`src/flash_host_pkg.sv`:
```
package flash_host_pkg;
	localparam int ADDR_W = 19;
	localparam int DATA_W = 16;
	localparam logic [7:0] CMD_ERASE_SETUP = 8'h20;
	localparam logic [7:0] CMD_ERASE_CONFIRM = 8'hD0;
	localparam logic [7:0] CMD_PROG_SETUP = 8'h40;
	localparam logic [7:0] CMD_READ_ARRAY = 8'hFF;
	localparam int ID_SEL_BIT = 9;
	// Strobe phase lengths at 25 MHz
	localparam int SETUP_NS = 40;
	localparam int STROBE_NS = 80;
	localparam int HOLD_NS = 40;
	localparam int CLK_NS = 40;
	localparam int SETUP_CYC = (SETUP_NS + CLK_NS - 1) / CLK_NS;
	localparam int STROBE_CYC = (STROBE_NS + CLK_NS - 1) / CLK_NS;
	localparam int HOLD_CYC = (HOLD_NS + CLK_NS - 1) / CLK_NS;
	localparam logic [3:0] CNT_ZERO = 4'h0;
	localparam logic [3:0] CNT_ONE = 4'h1;
	localparam logic [3:0] SETUP_LEN = 4'(SETUP_CYC);
	localparam logic [3:0] STROBE_LEN = 4'(STROBE_CYC);
	localparam logic [3:0] HOLD_LEN = 4'(HOLD_CYC);
	// Host register map
	localparam logic [3:0] REG_ADDR = 4'h0;
	localparam logic [3:0] REG_DATA = 4'h1;
	localparam logic [3:0] REG_CTRL = 4'h2;
	localparam logic [3:0] REG_CMD = 4'h3;
	localparam logic [3:0] REG_STATUS = 4'h4;
	localparam logic [3:0] REG_RDATA = 4'h5;
	localparam int CTRL_WORD = 0;
	localparam int CTRL_VPP = 1;
	localparam int CTRL_UNLOCK = 2;
	localparam int CTRL_RST = 3;
	localparam int CTRL_ID = 4;
	localparam logic [7:0] CTRL_RESET_VAL = 8'h08;
	typedef enum logic [2:0] {
		OP_READ, OP_ERASE, OP_PROGRAM, OP_READ_ARRAY, OP_ID_READ
	} op_type;
	typedef struct packed {
		logic [3:0] addr;
		logic [31:0] wdata;
		logic wr;
		logic rd;
	} bus_req_type;
	typedef struct packed {
		logic ce_n;
		logic oe_n;
		logic we_n;
	} strobe_type;
endpackage : flash_host_pkg

```
`src/flash_host.sv`:
```
`timescale 1ns/10ps
module flash_host import flash_host_pkg::*; (
	input wire logic ref_clk,
	input wire logic reset,
	input wire bus_req_type bus_req,
	output logic [31:0] bus_rdata,
	output strobe_type strobes,
	output logic byte_wide_n,
	output logic reset_powerdown_n,
	output logic reset_hv,
	output logic boot_unlock,
	output logic program_supply_level,
	output logic id_select_level,
	output logic [ADDR_W-1:0] addr_pins,
	output logic [DATA_W-1:0] dq_out,
	output logic [DATA_W-1:0] dq_oe,
	input wire logic [DATA_W-1:0] dq_in
);
	// Phase sequencer of one bus cycle
	typedef enum logic [2:0] {IDLE, SETUP, STROBE, HOLD} ph_type;
	ph_type ph_ff, nxt_ph;
	logic [3:0] cnt_ff, nxt_cnt;
	logic [1:0] step_ff, nxt_step;
	logic busy_ff, nxt_busy;
	logic done_ff, nxt_done;
	op_type op_ff, nxt_op;

	// Host-visible registers
	logic [ADDR_W:0] addr_ff, nxt_addr;
	logic [DATA_W-1:0] data_ff, nxt_data;
	logic [7:0] ctrl_ff, nxt_ctrl;
	logic [DATA_W-1:0] rd_ff, nxt_rd;
	logic [31:0] rdata_ff, nxt_rdata;

	// Pin drive registers
	strobe_type str_ff, nxt_str;
	logic [ADDR_W-1:0] apin_ff, nxt_apin;
	logic [DATA_W-1:0] dout_ff, nxt_dout;
	logic [DATA_W-1:0] doe_ff, nxt_doe;
	logic vpp_ff, nxt_vpp;

	// Synchroniser for the returning data pins
	logic [DATA_W-1:0] dq_s1_ff, dq_s2_ff;

	// Decode of the current step
	logic is_write, word_mode;
	logic [7:0] cyc_cmd;

	// Refuse lengths and widths the logic cannot serve
	if (SETUP_CYC < 1 || SETUP_CYC > 15) begin : g_bad_setup
		$error("setup phase length out of range");
	end
	if (STROBE_CYC < 1 || STROBE_CYC > 15) begin : g_bad_strobe
		$error("strobe phase length out of range");
	end
	if (HOLD_CYC < 1 || HOLD_CYC > 15) begin : g_bad_hold
		$error("hold phase length out of range");
	end
	if (ID_SEL_BIT >= ADDR_W || DATA_W != 16) begin : g_bad_width
		$error("pin widths do not fit the remap logic");
	end

	// Bus width from CTRL
	assign word_mode = ctrl_ff[CTRL_WORD];

	// Decide whether the current step writes and which command byte
	always_comb begin
		is_write = 1'b1;
		cyc_cmd = CMD_READ_ARRAY;
		case (op_ff)
			OP_ERASE: cyc_cmd = (step_ff == 2'd0) ? CMD_ERASE_SETUP : CMD_ERASE_CONFIRM;
			OP_PROGRAM: cyc_cmd = CMD_PROG_SETUP;
			OP_READ_ARRAY: cyc_cmd = CMD_READ_ARRAY;
			OP_READ, OP_ID_READ: is_write = 1'b0;
			default: is_write = 1'b0;
		endcase
	end

	// Register read decode, answered one cycle later
	always_comb begin
		nxt_rdata = 32'h0000_0000;
		if (bus_req.rd) begin
			case (bus_req.addr)
				REG_ADDR: nxt_rdata = 32'(addr_ff);
				REG_DATA: nxt_rdata = 32'(data_ff);
				REG_CTRL: nxt_rdata = 32'(ctrl_ff);
				REG_STATUS: nxt_rdata = {30'h0, done_ff, busy_ff};
				REG_RDATA: nxt_rdata = 32'(rd_ff);
				default: nxt_rdata = 32'h0000_0000;
			endcase
		end
	end

	// Command, register and pin sequencing
	always_comb begin
		logic last_step;
		last_step = 1'b1;
		// Hold every value unless a branch below changes it
		nxt_ph = ph_ff;
		nxt_cnt = cnt_ff;
		nxt_step = step_ff;
		nxt_busy = busy_ff;
		nxt_done = done_ff;
		nxt_op = op_ff;
		nxt_addr = addr_ff;
		nxt_data = data_ff;
		nxt_ctrl = ctrl_ff;
		nxt_rd = rd_ff;
		nxt_str = str_ff;
		nxt_apin = apin_ff;
		nxt_dout = dout_ff;
		nxt_doe = doe_ff;
		nxt_vpp = vpp_ff;
		// Register writes; CTRL and CMD writes are ignored while busy
		if (bus_req.wr) begin
			case (bus_req.addr)
				REG_ADDR: nxt_addr = bus_req.wdata[ADDR_W:0];
				REG_DATA: nxt_data = bus_req.wdata[DATA_W-1:0];
				REG_CTRL: if (!busy_ff) nxt_ctrl = bus_req.wdata[7:0];
				REG_CMD: if (!busy_ff) begin
					nxt_op = op_type'(bus_req.wdata[2:0]);
					nxt_busy = 1'b1;
					nxt_done = 1'b0;
					nxt_step = 2'd0;
					nxt_ph = SETUP;
					nxt_cnt = SETUP_LEN;
				end
				default: ;
			endcase
		end
		// Program supply raised from the second step (erase confirm or program data write) until completion
		if (busy_ff && (op_ff == OP_ERASE || op_ff == OP_PROGRAM) && step_ff == 2'd1)
			nxt_vpp = 1'b1;
		if (!busy_ff)
			nxt_vpp = ctrl_ff[CTRL_VPP];
		last_step = !((op_ff == OP_ERASE || op_ff == OP_PROGRAM) && step_ff == 2'd0);
		// Phase steps of one flash cycle
		case (ph_ff)
			IDLE: begin
				nxt_str = '{ce_n: 1'b1, oe_n: 1'b1, we_n: 1'b1};
				nxt_doe = '0;
			end
			SETUP: begin
				nxt_str.ce_n = 1'b0;
				nxt_str.oe_n = 1'b1;
				nxt_str.we_n = 1'b1;
				if (op_ff == OP_ID_READ)
					nxt_apin = ADDR_W'(1) & ADDR_W'(addr_ff[1]);
				else
					nxt_apin = word_mode ? addr_ff[ADDR_W:1] : addr_ff[ADDR_W:1];
				if (op_ff == OP_ID_READ)
					nxt_apin[ID_SEL_BIT] = 1'b0;
				nxt_doe = '0;
				if (is_write) begin
					if ((op_ff == OP_PROGRAM && step_ff == 2'd1)) begin
						nxt_dout = word_mode ? data_ff : {addr_ff[0], 7'h00, data_ff[7:0]};
						nxt_doe = word_mode ? '1 : {1'b1, 7'h00, 8'hFF};
					end else begin
						nxt_dout = {8'h00, cyc_cmd};
						nxt_doe = {8'h00, 8'hFF};
					end
				end else if (!word_mode) begin
					nxt_dout = {addr_ff[0], 15'h0000};
					nxt_doe = {1'b1, 15'h0000};
				end
				// Strobe falls at the end of setup
				if (cnt_ff <= CNT_ONE) begin
					nxt_ph = STROBE;
					nxt_cnt = STROBE_LEN;
					if (is_write)
						nxt_str.we_n = 1'b0;
					else
						nxt_str.oe_n = 1'b0;
				end else
					nxt_cnt = cnt_ff - CNT_ONE;
			end
			STROBE: begin
				if (cnt_ff <= CNT_ONE) begin
					nxt_str.we_n = 1'b1;
					nxt_str.oe_n = 1'b1;
					nxt_ph = HOLD;
					nxt_cnt = HOLD_LEN;
				end else
					nxt_cnt = cnt_ff - CNT_ONE;
			end
			HOLD: begin
				// Synchroniser delay: strobe-time pin data shows only now
				if (!is_write && cnt_ff == HOLD_LEN) begin
					if (word_mode)
						nxt_rd = dq_s2_ff;
					else
						nxt_rd = {8'h00, dq_s2_ff[7:0]};
				end
				if (cnt_ff <= CNT_ONE) begin
					nxt_doe = '0;
					// Close the cycle or start the next step
					if (last_step) begin
						nxt_ph = IDLE;
						nxt_busy = 1'b0;
						nxt_done = 1'b1;
						nxt_str.ce_n = 1'b1;
					end else begin
						nxt_step = step_ff + 2'd1;
						nxt_ph = SETUP;
						nxt_cnt = SETUP_LEN;
					end
				end else
					nxt_cnt = cnt_ff - CNT_ONE;
			end
			default: nxt_ph = IDLE;
		endcase
		// A STATUS read leaves done standing
		if (bus_req.rd && bus_req.addr == REG_STATUS && !bus_req.wr && !busy_ff)
			nxt_done = done_ff & ~(nxt_done == 1'b0);
	end

	// Register state
	always_ff @(posedge ref_clk) begin
		if (reset) begin
			ph_ff <= IDLE;
			cnt_ff <= CNT_ZERO;
			step_ff <= 2'd0;
			busy_ff <= 1'b0;
			done_ff <= 1'b0;
			op_ff <= OP_READ;
			addr_ff <= '0;
			data_ff <= '0;
			ctrl_ff <= CTRL_RESET_VAL;
			rd_ff <= '0;
			rdata_ff <= '0;
			str_ff <= '{ce_n: 1'b1, oe_n: 1'b1, we_n: 1'b1};
			apin_ff <= '0;
			dout_ff <= '0;
			doe_ff <= '0;
			vpp_ff <= 1'b0;
		end else begin
			ph_ff <= nxt_ph;
			cnt_ff <= nxt_cnt;
			step_ff <= nxt_step;
			busy_ff <= nxt_busy;
			done_ff <= nxt_done;
			op_ff <= nxt_op;
			addr_ff <= nxt_addr;
			data_ff <= nxt_data;
			ctrl_ff <= nxt_ctrl;
			rd_ff <= nxt_rd;
			rdata_ff <= nxt_rdata;
			str_ff <= nxt_str;
			apin_ff <= nxt_apin;
			dout_ff <= nxt_dout;
			doe_ff <= nxt_doe;
			vpp_ff <= nxt_vpp;
		end
	end

	// Two-stage sync of the returning data pins
	always_ff @(posedge ref_clk) begin
		dq_s1_ff <= dq_in;
		dq_s2_ff <= dq_s1_ff;
	end

	// Slow control pins follow CTRL one cycle later; reset_hv stays low and the ID select pin follows a busy ID read
	logic byte_n_ff, rp_ff, hv_ff, unl_ff, idl_ff;
	logic nxt_byte_n, nxt_rp, nxt_hv, nxt_unl, nxt_idl;
	always_comb begin
		nxt_byte_n = ctrl_ff[CTRL_WORD];
		nxt_rp = ctrl_ff[CTRL_RST];
		nxt_hv = 1'b0; // Boot unlock uses its own pin
		nxt_unl = ctrl_ff[CTRL_UNLOCK];
		nxt_idl = busy_ff && op_ff == OP_ID_READ;
	end

	// Control pin registers
	always_ff @(posedge ref_clk) begin
		if (reset) begin
			byte_n_ff <= 1'b0;
			rp_ff <= 1'b0;
			hv_ff <= 1'b0;
			unl_ff <= 1'b0;
			idl_ff <= 1'b0;
		end else begin
			byte_n_ff <= nxt_byte_n;
			rp_ff <= nxt_rp;
			hv_ff <= nxt_hv;
			unl_ff <= nxt_unl;
			idl_ff <= nxt_idl;
		end
	end

	// Every output comes straight from a register
	assign bus_rdata = rdata_ff;
	assign strobes = str_ff;
	assign byte_wide_n = byte_n_ff;
	assign reset_powerdown_n = rp_ff;
	assign reset_hv = hv_ff;
	assign boot_unlock = unl_ff;
	assign program_supply_level = vpp_ff;
	assign id_select_level = idl_ff;
	assign addr_pins = apin_ff;
	assign dq_out = dout_ff;
	assign dq_oe = doe_ff;
endmodule : flash_host

```
`config.mk`:
```
export PLATFORM = sky130hd
export DESIGN_NAME = flash_host
export DESIGN_NICKNAME = d
export VERILOG_FILES = /design/src/flash_host_pkg.sv /design/src/flash_host.sv
export SDC_FILE = /design/constraint.sdc
export NUM_CORES = 1
export LEC_CHECK = 0
export ABC_AREA = 1
export ABC_CLOCK_PERIOD_IN_PS = 1900
export BUFFER_PORTS_ARGS = -buffer_cell sky130_fd_sc_hd__clkbuf_2
export CAP_MARGIN = 20
export CORE_MARGIN = 2
export CORE_UTILIZATION = 35
export DETAILED_ROUTE_END_ITERATION = 8
export PLACE_DENSITY = 0.6
export RECOVER_POWER = 25
export REMOVE_ABC_BUFFERS = 1
export SYNTH_ARGS = -nofsm -noshare
export SYNTH_HDL_FRONTEND = slang
export SYNTH_SLANG_ARGS = --single-unit
```
`constraint.sdc`:
```
create_clock -name ref_clk -period 1.9 [get_ports ref_clk]
set_input_delay 0.095 -clock ref_clk [delete_from_list [all_inputs] [get_ports ref_clk]]
set_output_delay 0.095 -clock ref_clk [all_outputs]
set_load 0.05 [all_outputs]
```
==> qor.txt, run 1 <==
LAYOUT
----------------------------------------------------------------------------------
Ant. Diodes                                                                      0
Area delta synth->final                                                     26.15%
Number of nets in the layout                                                   964
Post-Route Utilization                                                      44.76%
Layout Cells excl Fill                                                        1146
Final instance area                                                   0.007986 sq mm
Fraction of layout instances using a drive strength above 1                 21.59%

YOSYS
----------------------------------------------------------------------------------
Post-synthesis register bit count                                              172
Top FF cell, synth                                                    sky130_fd_sc_hd__dfxtp_1
Cell taking the most area after synthesis                             sky130_fd_sc_hd__dfxtp_1
Synth Area per Inst                                                    8.386 sq um
Fraction of post-synthesis cell area in the top cell type by area           54.39%
Leading cell types by total area after synthesis                      sky130_fd_sc_hd__dfxtp_1 54%, sky130_fd_sc_hd__a21oi_1 9.3%, sky130_fd_sc_hd__o21ai_0 6.6%
Cells after synthesis                                                          755
Number of synthesized flops with an enable pin                                   0
Share of synthesized area occupied by flip-flops and latches                54.39%
Post-synthesis instance area                                          0.006331 sq mm
Unique cell type count in the Yosys netlist                                     39
Warnings, synthesis                                                              0
Async set-reset flop share out of synthesis                                     0%
Most frequent cells after synthesis                                   172 x sky130_fd_sc_hd__dfxtp_1, 118 x sky130_fd_sc_hd__a21oi_1, 87 x sky130_fd_sc_hd__nand2_1
Most common cell in the netlist                                       sky130_fd_sc_hd__dfxtp_1

WORST SETUP PATH
----------------------------------------------------------------------------------
Required time at the endpoint of the critical path                         2.19 ns
Critical Path Source Type                                                flip-flop
Critical path peak fanout                                                       16
Family of cells with the greatest summed delay on the critical path   simple AND/OR/NAND/NOR gates
Critical path's slowest cell                                          sky130_fd_sc_hd__dfxtp_1
List of cells traversed by the critical path                          nor2_2 > nand2_2 > a21oi_1 > inv_2 > nand2_1 > a21oi_1
Data arrival, critical path                                                1.85 ns
Maximum single-stage delay on the critical path                            0.37 ns
Sum of buffers and inverters on the critical path                                1
Critical path capture point type                                         flip-flop
Category of the most critical setup path                              flip-flop to flip-flop
Most used cell, CP                                                    sky130_fd_sc_hd__a21oi_1

PLACEMENT
----------------------------------------------------------------------------------
Post-place instance area                                              0.007106 sq mm
Count of buffers from port buffering                                           122
Final GP Congestion                                                         0.8409
Minimum setup slack after placement                                      0.3521 ns
Placed wire-length estimate                                               11.14 mm
Placed cells                                                                  1081

CLOCKING
----------------------------------------------------------------------------------
H-tree lvl count                                                                 4
# Post-CTS Setup Buffers                                                         0
Total clock buffers created by CTS                                              17
Latest clock arrival within the worst-skew pair                            0.43 ns
Clock Root Buffer                                                     sky130_fd_sc_hd__clkbuf_16
Clock slew seen by the registers of the worst setup and hold paths         0.06 ns
Number of buffers on the longest clock path                                      2
Number of sinks on the clock net                                               172
Clock tree from TritonCTS                                                    built

PWR
----------------------------------------------------------------------------------
Switching pwr                                                             1.747 mW
Internal Power                                                            5.753 mW
Clock Power Share                                                            45.3%
Sequential share of power                                                    49.3%
Share of total power in combinational logic                                   5.4%
Leakage power figure                                                      3.360 nW
Power density over cell area                                          939.1 mW/mm^2
Worst-case vdd ir drop                                                 0.0006725 V
Switching fraction of total power                                           23.29%

DETAILED ROUTING
----------------------------------------------------------------------------------
ANT nets after route                                                             0
Via Count                                                                     5423
Post-route DRC                                                                   0
1st-pass router iterations                                                       5
Post-detailed-route via-to-cell ratio                                        4.732
Highest metal used                                                            met4
Avg WL per Cell                                                       14.09 microns
Met2 routed wirelength                                                    7.472 mm
Detailed-route wire length                                                16.15 mm
Detailed-routed wire length on met3                                    732 microns
Number of DRC markers in iteration 0                                           382
Post-Route M1 WL                                                          7.648 mm

GLOBAL ROUTE
----------------------------------------------------------------------------------
Wire length of the first global-routing pass                              26.08 mm
Total congestion overflow after global routing                                   0
Global-route usage over all layers                                          17.05%
Pin count of the biggest net entering global routing                            51
Number of global-route vias before repair                                     5158
Number of antenna violations at the first check in global routing                0

FLOORPLAN
----------------------------------------------------------------------------------
Starting Density                                                            35.49%
Width of the chip                                                     138.5 microns
Placeable Area                                                        0.01784 sq mm
DIE AREA                                                              0.01918 sq mm
FP Rows                                                                         49
Die Height                                                            138.5 microns
Number of top-level design ports                                               148

STA
----------------------------------------------------------------------------------
Clock tree skew after final layout                                      0.01088 ns
Fin crit share                                                              81.67%
Setup_tns                                                                     0 ns
Setup violators final                                                            0
Setup repair after global routing missed its margin                          false
Worst slew pin tran                                                      0.8032 ns
Worst rel slew slack                                                        46.45%
Fmax achieved                                                            644.4 MHz
Final period demand of the worst path                                     1.552 ns
Hold violation total from the final report                                       0
Slew Limit Fails                                                                 0
Post-route setup slack                                                   0.3482 ns

HOLD PATH
----------------------------------------------------------------------------------
Path class of the lowest-slack min-delay path                         input port to flip-flop

FLOW RUN
----------------------------------------------------------------------------------
Number of maximum-capacitance violations                                         0

STATUS
----------------------------------------------------------------------------------
Outcome                                                               complete, no violations

-- flip-flops by register name, indices dropped and copies added (netlist names), 2 cells and up --
signal and count:
dq_s2_ff 16, dq_out 16, data_ff 16, addr_ff 20
strobes 3, step_ff 2, rd_ff 16, ph_ff 3
dq_oe 3, cnt_ff 4, bus_rdata 20, op_ff 3
ctrl_ff 8, addr_pins 19, dq_s1_ff 16
-- power groups by stage --
stage | Combinational, mW | Sequential [mW] | Clock (mW)
final | 0.402 | 3.70 | 3.40
after global routing | 0.445 | 3.70 | 3.62
after CTS | 0.406 | 3.70 | 3.46
after detailed placement | 0.352 | 3.78 | 0
after global placement | 0.350 | 3.78 | 0
after floorplan | 0.184 | 3.80 | 0
-- per-layer routing --
layer  up-vias  GRT usage [%]
met5         -              0
met1      2479          22.68
met4         0          6.015
met2       151          27.36
met3        21          3.845
li1       2772              -
-- layout by cell type (no fill, tap or decap), types with 2 or more instances in the layout --
master                          instances
sky130_fd_sc_hd__bufinv_16              2
sky130_fd_sc_hd__o21ai_0               84
sky130_fd_sc_hd__o31ai_1                2
sky130_fd_sc_hd__o22ai_1                9
sky130_fd_sc_hd__clkbuf_2             121
sky130_fd_sc_hd__clkbuf_16             17
sky130_fd_sc_hd__nand2_1               87
sky130_fd_sc_hd__dlygate4sd3_1         33
sky130_fd_sc_hd__buf_4                 22
sky130_fd_sc_hd__nor2_1                50
sky130_fd_sc_hd__o221ai_1               9
sky130_fd_sc_hd__clkbuf_1               6
sky130_fd_sc_hd__inv_2                  7
sky130_fd_sc_hd__nand2_2                2
sky130_fd_sc_hd__a21oi_1              118
sky130_fd_sc_hd__clkinvlp_4             4
sky130_fd_sc_hd__a21oi_2                2
sky130_fd_sc_hd__ha_1                   4
sky130_fd_sc_hd__o211ai_1               2
sky130_fd_sc_hd__inv_1                 76
sky130_fd_sc_hd__clkinv_2               4
sky130_fd_sc_hd__nand4_1                3
sky130_fd_sc_hd__nor2_2                 4
sky130_fd_sc_hd__dfxtp_1              172
sky130_fd_sc_hd__o21ai_2                2
sky130_fd_sc_hd__a211oi_1               5
sky130_fd_sc_hd__inv_6                  2
sky130_fd_sc_hd__nand3_1               29
sky130_fd_sc_hd__nand3_2                2
sky130_fd_sc_hd__o21ai_1                2
sky130_fd_sc_hd__conb_1                14
sky130_fd_sc_hd__nor3_1                 9
-- final cells by class --
cell class	count	area, sq um
Clock buffer	19	432.9
Clock inverter	13	142.6
Fill cell	1801	9854
Inverter	84	316.6
Multi-Input combinational cell	449	2248
Sequential cell	172	3443
Tap cell	229	286.5
Timing Repair Buffer	180	1116
-- metrics by stage --
step / total power [mW] / hold slack, ns
6_report: 7.500 / 0.0001452
3_3_place_gp: 4.129 / 0.1980
3_5_place_dp: 4.133 / 0.1989
2_1_floorplan: 3.983 / 0.1227
4_1_cts: 7.571 / 0.002399
5_1_grt: 7.772 / 0.04104
-- final timing paths --
path | start | endpoint | slack, ns | cells past startpoint
worst max-delay path | ph_ff[2] | dq_out[9] | 0.35 | 6
worst min-delay path | bus_req[8] | addr_ff[6] | 0.0001 | 3
worst max register to register | ph_ff[2] | dq_out[9] | 0.35 | 6
worst min register to register | dq_s1_ff[3] | dq_s2_ff[3] | 0.33 | 0
-- worst reg2reg max path, delay by kind of cell (launching register included) --
kind | cells | cell delay, ns
AND/OR/NAND/NOR | 3 | 0.44
AO/OA/AOI/OAI | 2 | 0.38
buffers and inverters | 1 | 0.24
flip-flops | 1 | 0.37
-- kinds of logic after synthesis --
group                      share of synthesized area [%]
xor gates and xnor gates                          0.1384
other                                            0.05923
buffers and inverters                              10.67
adders and majority gates                         0.7905
DFF                                                54.39
and+or+nand+nor                                    13.66
AOI/OAI and AO/OA                                  20.30
-- repair_timing --
item / in CTS / in global routing
hold endpoints to repair: 51 / 0
resized for setup: 0 / 0
hold buffers: 33 / 0
Power figures use the tool's default switching activity.
==> inputs of run 2 (changes only) <==
--- a/config.mk
+++ b/config.mk
@@ -5,14 +5,14 @@
 export SDC_FILE = /design/constraint.sdc
 export NUM_CORES = 1
 export LEC_CHECK = 0
-export ABC_AREA = 1
-export ABC_CLOCK_PERIOD_IN_PS = 1900
+export ABC_AREA = 0
+export ABC_CLOCK_PERIOD_IN_PS = 1300
 export BUFFER_PORTS_ARGS = -buffer_cell sky130_fd_sc_hd__clkbuf_2
 export CAP_MARGIN = 20
 export CORE_MARGIN = 2
 export CORE_UTILIZATION = 35
 export DETAILED_ROUTE_END_ITERATION = 8
-export PLACE_DENSITY = 0.6
+export PLACE_DENSITY = 0.62
 export RECOVER_POWER = 25
 export REMOVE_ABC_BUFFERS = 1
 export SYNTH_ARGS = -nofsm -noshare
==> constraint.sdc (replaced) <==
create_clock -name ref_clk -period 1.3 [get_ports ref_clk]
set_input_delay 0.065 -clock ref_clk [delete_from_list [all_inputs] [get_ports ref_clk]]
set_output_delay 0.065 -clock ref_clk [all_outputs]
set_load 0.05 [all_outputs]
==> qor.txt, run 2 <==
STATUS
-------------------------------------------------------------------------------------
Outcome                                                                  finished, violations left
Violations in the final reports                                          negative setup slack

YOSYS
-------------------------------------------------------------------------------------
Share of synthesized area occupied by flip-flops and latches                   53.49%
Most common cell in the netlist                                          sky130_fd_sc_hd__dfxtp_1
Cell taking the most area after synthesis                                sky130_fd_sc_hd__dfxtp_1
Cells after synthesis                                                             688
Post-synthesis register bit count                                                 172
Most frequent cells after synthesis                                      172 x sky130_fd_sc_hd__dfxtp_1, 113 x sky130_fd_sc_hd__nand2_1, 84 x sky130_fd_sc_hd__a21oi_1
Warnings, synthesis                                                                 0
Leading cell types by total area after synthesis                         sky130_fd_sc_hd__dfxtp_1 53%, sky130_fd_sc_hd__nand2_1 6.6%, sky130_fd_sc_hd__a21oi_1 6.5%
Top FF cell, synth                                                       sky130_fd_sc_hd__dfxtp_1
Unique cell type count in the Yosys netlist                                        65
Number of synthesized flops with an enable pin                                      0
Post-synthesis instance area                                             0.006437 sq mm
Synth Area per Inst                                                       9.357 sq um
Async set-reset flop share out of synthesis                                        0%
Fraction of post-synthesis cell area in the top cell type by area              53.49%

DETAILED ROUTING
-------------------------------------------------------------------------------------
1st-pass router iterations                                                          5
Post-detailed-route via-to-cell ratio                                           4.958
Number of DRC markers in iteration 0                                              508
ANT nets after route                                                                0
Detailed-route wire length                                                   19.27 mm
Avg WL per Cell                                                          16.59 microns
Post-route DRC                                                                      0
Via Count                                                                        5756

CLOCKING
-------------------------------------------------------------------------------------
Total clock buffers created by CTS                                                 17
Clock Root Buffer                                                        sky130_fd_sc_hd__clkbuf_16
Clock slew seen by the registers of the worst setup and hold paths            0.07 ns
Number of buffers on the longest clock path                                         2
H-tree lvl count                                                                    4
Latest clock arrival within the worst-skew pair                               0.43 ns
Clock tree from TritonCTS                                                       built
Number of sinks on the clock net                                                  172

STA
-------------------------------------------------------------------------------------
Clock tree skew after final layout                                         0.01263 ns
Final period demand of the worst path                                        1.559 ns
Hold violation total from the final report                                          0
Fmax achieved                                                               641.2 MHz
Setup repair after global routing missed its margin                              true
Fin crit share                                                                 120.0%
Slew Limit Fails                                                                    0
Setup violators final                                                              67
Post-route setup slack                                                     -0.2595 ns
Final worst hold slack                                                     0.07847 ns

FLOORPLAN
-------------------------------------------------------------------------------------
Placeable Area                                                           0.01802 sq mm
FP Rows                                                                            49
Die Height                                                               139.6 microns
Starting Density                                                               35.71%
Number of top-level design ports                                                  148
Width of the chip                                                        139.6 microns
DIE AREA                                                                 0.01949 sq mm

LAYOUT
-------------------------------------------------------------------------------------
Commonest cells after routing, fill and taps aside                       159 x sky130_fd_sc_hd__dfxtp_1, 109 x sky130_fd_sc_hd__nand2_1, 106 x sky130_fd_sc_hd__clkbuf_2
Post-Route Utilization                                                         52.21%
# fillers                                                                        1677
Most frequent standard cell in the layout excluding fill and tap cells   sky130_fd_sc_hd__dfxtp_1
Fraction of layout instances using a drive strength above 1                    38.95%
Number of nets in the layout                                                      981
Ant. Diodes                                                                         0
Area delta synth->final                                                        46.20%

GLOBAL ROUTE
-------------------------------------------------------------------------------------
Global-route usage over all layers                                             19.71%
Wire length of the first global-routing pass                                 29.93 mm
Pin count of the biggest net entering global routing                               62
Total congestion overflow after global routing                                      0
Number of global-route vias before repair                                        5487
Number of antenna violations at the first check in global routing                   0

WORST SETUP PATH
-------------------------------------------------------------------------------------
Critical path peak fanout                                                           6
Worst-case reg-to-reg path depth                                                    7
Critical path's slowest cell                                             sky130_fd_sc_hd__dfxtp_4
Data arrival, critical path                                                   1.92 ns
Critical Path Source Type                                                   flip-flop
Critical path capture point type                                            flip-flop
Maximum single-stage delay on the critical path                               0.39 ns
Required time at the endpoint of the critical path                            1.66 ns
Category of the most critical setup path                                 flip-flop to flip-flop
List of cells traversed by the critical path                             inv_4 > ha_4 > buf_4 > o21ai_4 > nor3_1 > a221o_2 > a21oi_1

PLACEMENT
-------------------------------------------------------------------------------------
Final GP Congestion                                                            0.8465
Count of buffers from port buffering                                              122
Placed wire-length estimate                                                  12.51 mm

PWR
-------------------------------------------------------------------------------------
Power density over cell area                                             1182 mW/mm^2
Worst-case vdd ir drop                                                    0.0009054 V
Leakage power figure                                                         3.788 nW
Total power of the final layout                                              11.13 mW

HOLD PATH
-------------------------------------------------------------------------------------
Hold Crit Depth                                                                     3
Path class of the lowest-slack min-delay path                            input port to flip-flop

FLOW RUN
-------------------------------------------------------------------------------------
Number of maximum-capacitance violations                                            0

[run 2: cell count changes in the layout (fill, tap and decap cells not counted), moves of 16 or more]
cell | previous run | this run
sky130_fd_sc_hd__nand2_1 | 87 | 109
sky130_fd_sc_hd__buf_4 | 22 | 82
sky130_fd_sc_hd__nand3_1 | 29 | 13
sky130_fd_sc_hd__a21oi_1 | 118 | 70
sky130_fd_sc_hd__a22oi_1 | 0 | 26
sky130_fd_sc_hd__o21ai_0 | 84 | 4
sky130_fd_sc_hd__inv_1 | 76 | 5
[run 2: timing repair]
action                                  CTS  global route
pin swaps                                19            23
cloned                                    3             0
resized for setup                       117            34
setup buffers                            17             5
hold buffers                             36             0
hold endpoints to repair                 58             0
endpoints found under the setup margin   83            85
[run 2: area by class of cell]
class	instances	area, sq um	area share [%]
tap	229	286.5	3.044
sequential	172	3470	36.87
inverter	9	38.79	0.4121
clock buffer	19	452.9	4.813
timing repair buffer	273	2110	22.41
multi-input combinational	448	2920	31.03
clock inverter	11	133.9	1.422
[run 2: cell families after synthesis]
group                      after synthesis  share of synthesized area [%]
adders and majority gates                4                         0.7775
other                                    1                        0.05825
DFF                                    172                          53.49
muxes                                   12                          1.866
xor gates and xnor gates                 1                         0.2527
AOI/OAI and AO/OA                      169                          17.24
and+or+nand+nor                        248                          18.13
buffers and inverters                   81                          8.183
[run 2: metrics by stage]
stage | setup TNS, ns | area, sq um | instances | setup slack (ns)
global placement | -20.77 | 7701 | 1071 | -0.3230
finish | -13.03 | 9412 | 1161 | -0.2595
floorplan | -53.64 | 5993 | 629 | -1.935
CTS | -11.00 | 9291 | 1157 | -0.2218
global route | -17.16 | 9412 | 1161 | -0.3310
detailed placement | -21.32 | 7701 | 1071 | -0.4413
[run 2: layer usage]
metal	vias to the layer above	part of all wire, %	GRT usage, %
li1	2812	-	-
met4	0	0.95	5.842
met2	188	49	32.64
met5	-	0	0
met1	2742	45	25.93
met3	14	5.6	4.301
[run 2: final timing paths]
| check | slack (ns) | endpoint | start |
|---|---|---|---|
| hold reg to reg | 0.33 | dq_s2_ff[9] | dq_s1_ff[9] |
| setup / recovery | -0.26 | cnt_ff[0] | cnt_ff[0] |
| hold / removal | 0.08 | addr_pins[0] | reset |
| setup reg to reg | -0.26 | cnt_ff[0] | cnt_ff[0] |
[run 2: critical path: cells and delay by family, from the launching register on]
family | cells | cell delay, ns
adder cells (fa/ha/maj) | 1 | 0.16
buffers and inverters | 2 | 0.19
AND/OR/NAND/NOR | 1 | 0.08
AO/OA/AOI/OAI | 3 | 0.68
flip-flops | 1 | 0.39
[run 2: power by group]
part | total [mW] | internal, mW | switching [mW] | leakage, nW
clock network | 5.08 | 2.95 | 2.14 | 0.281
logic | 0.661 | 0.278 | 0.383 | 2.10
registers | 5.38 | 5.34 | 0.0393 | 1.41
total | 11.1 | 8.56 | 2.56 | 3.79
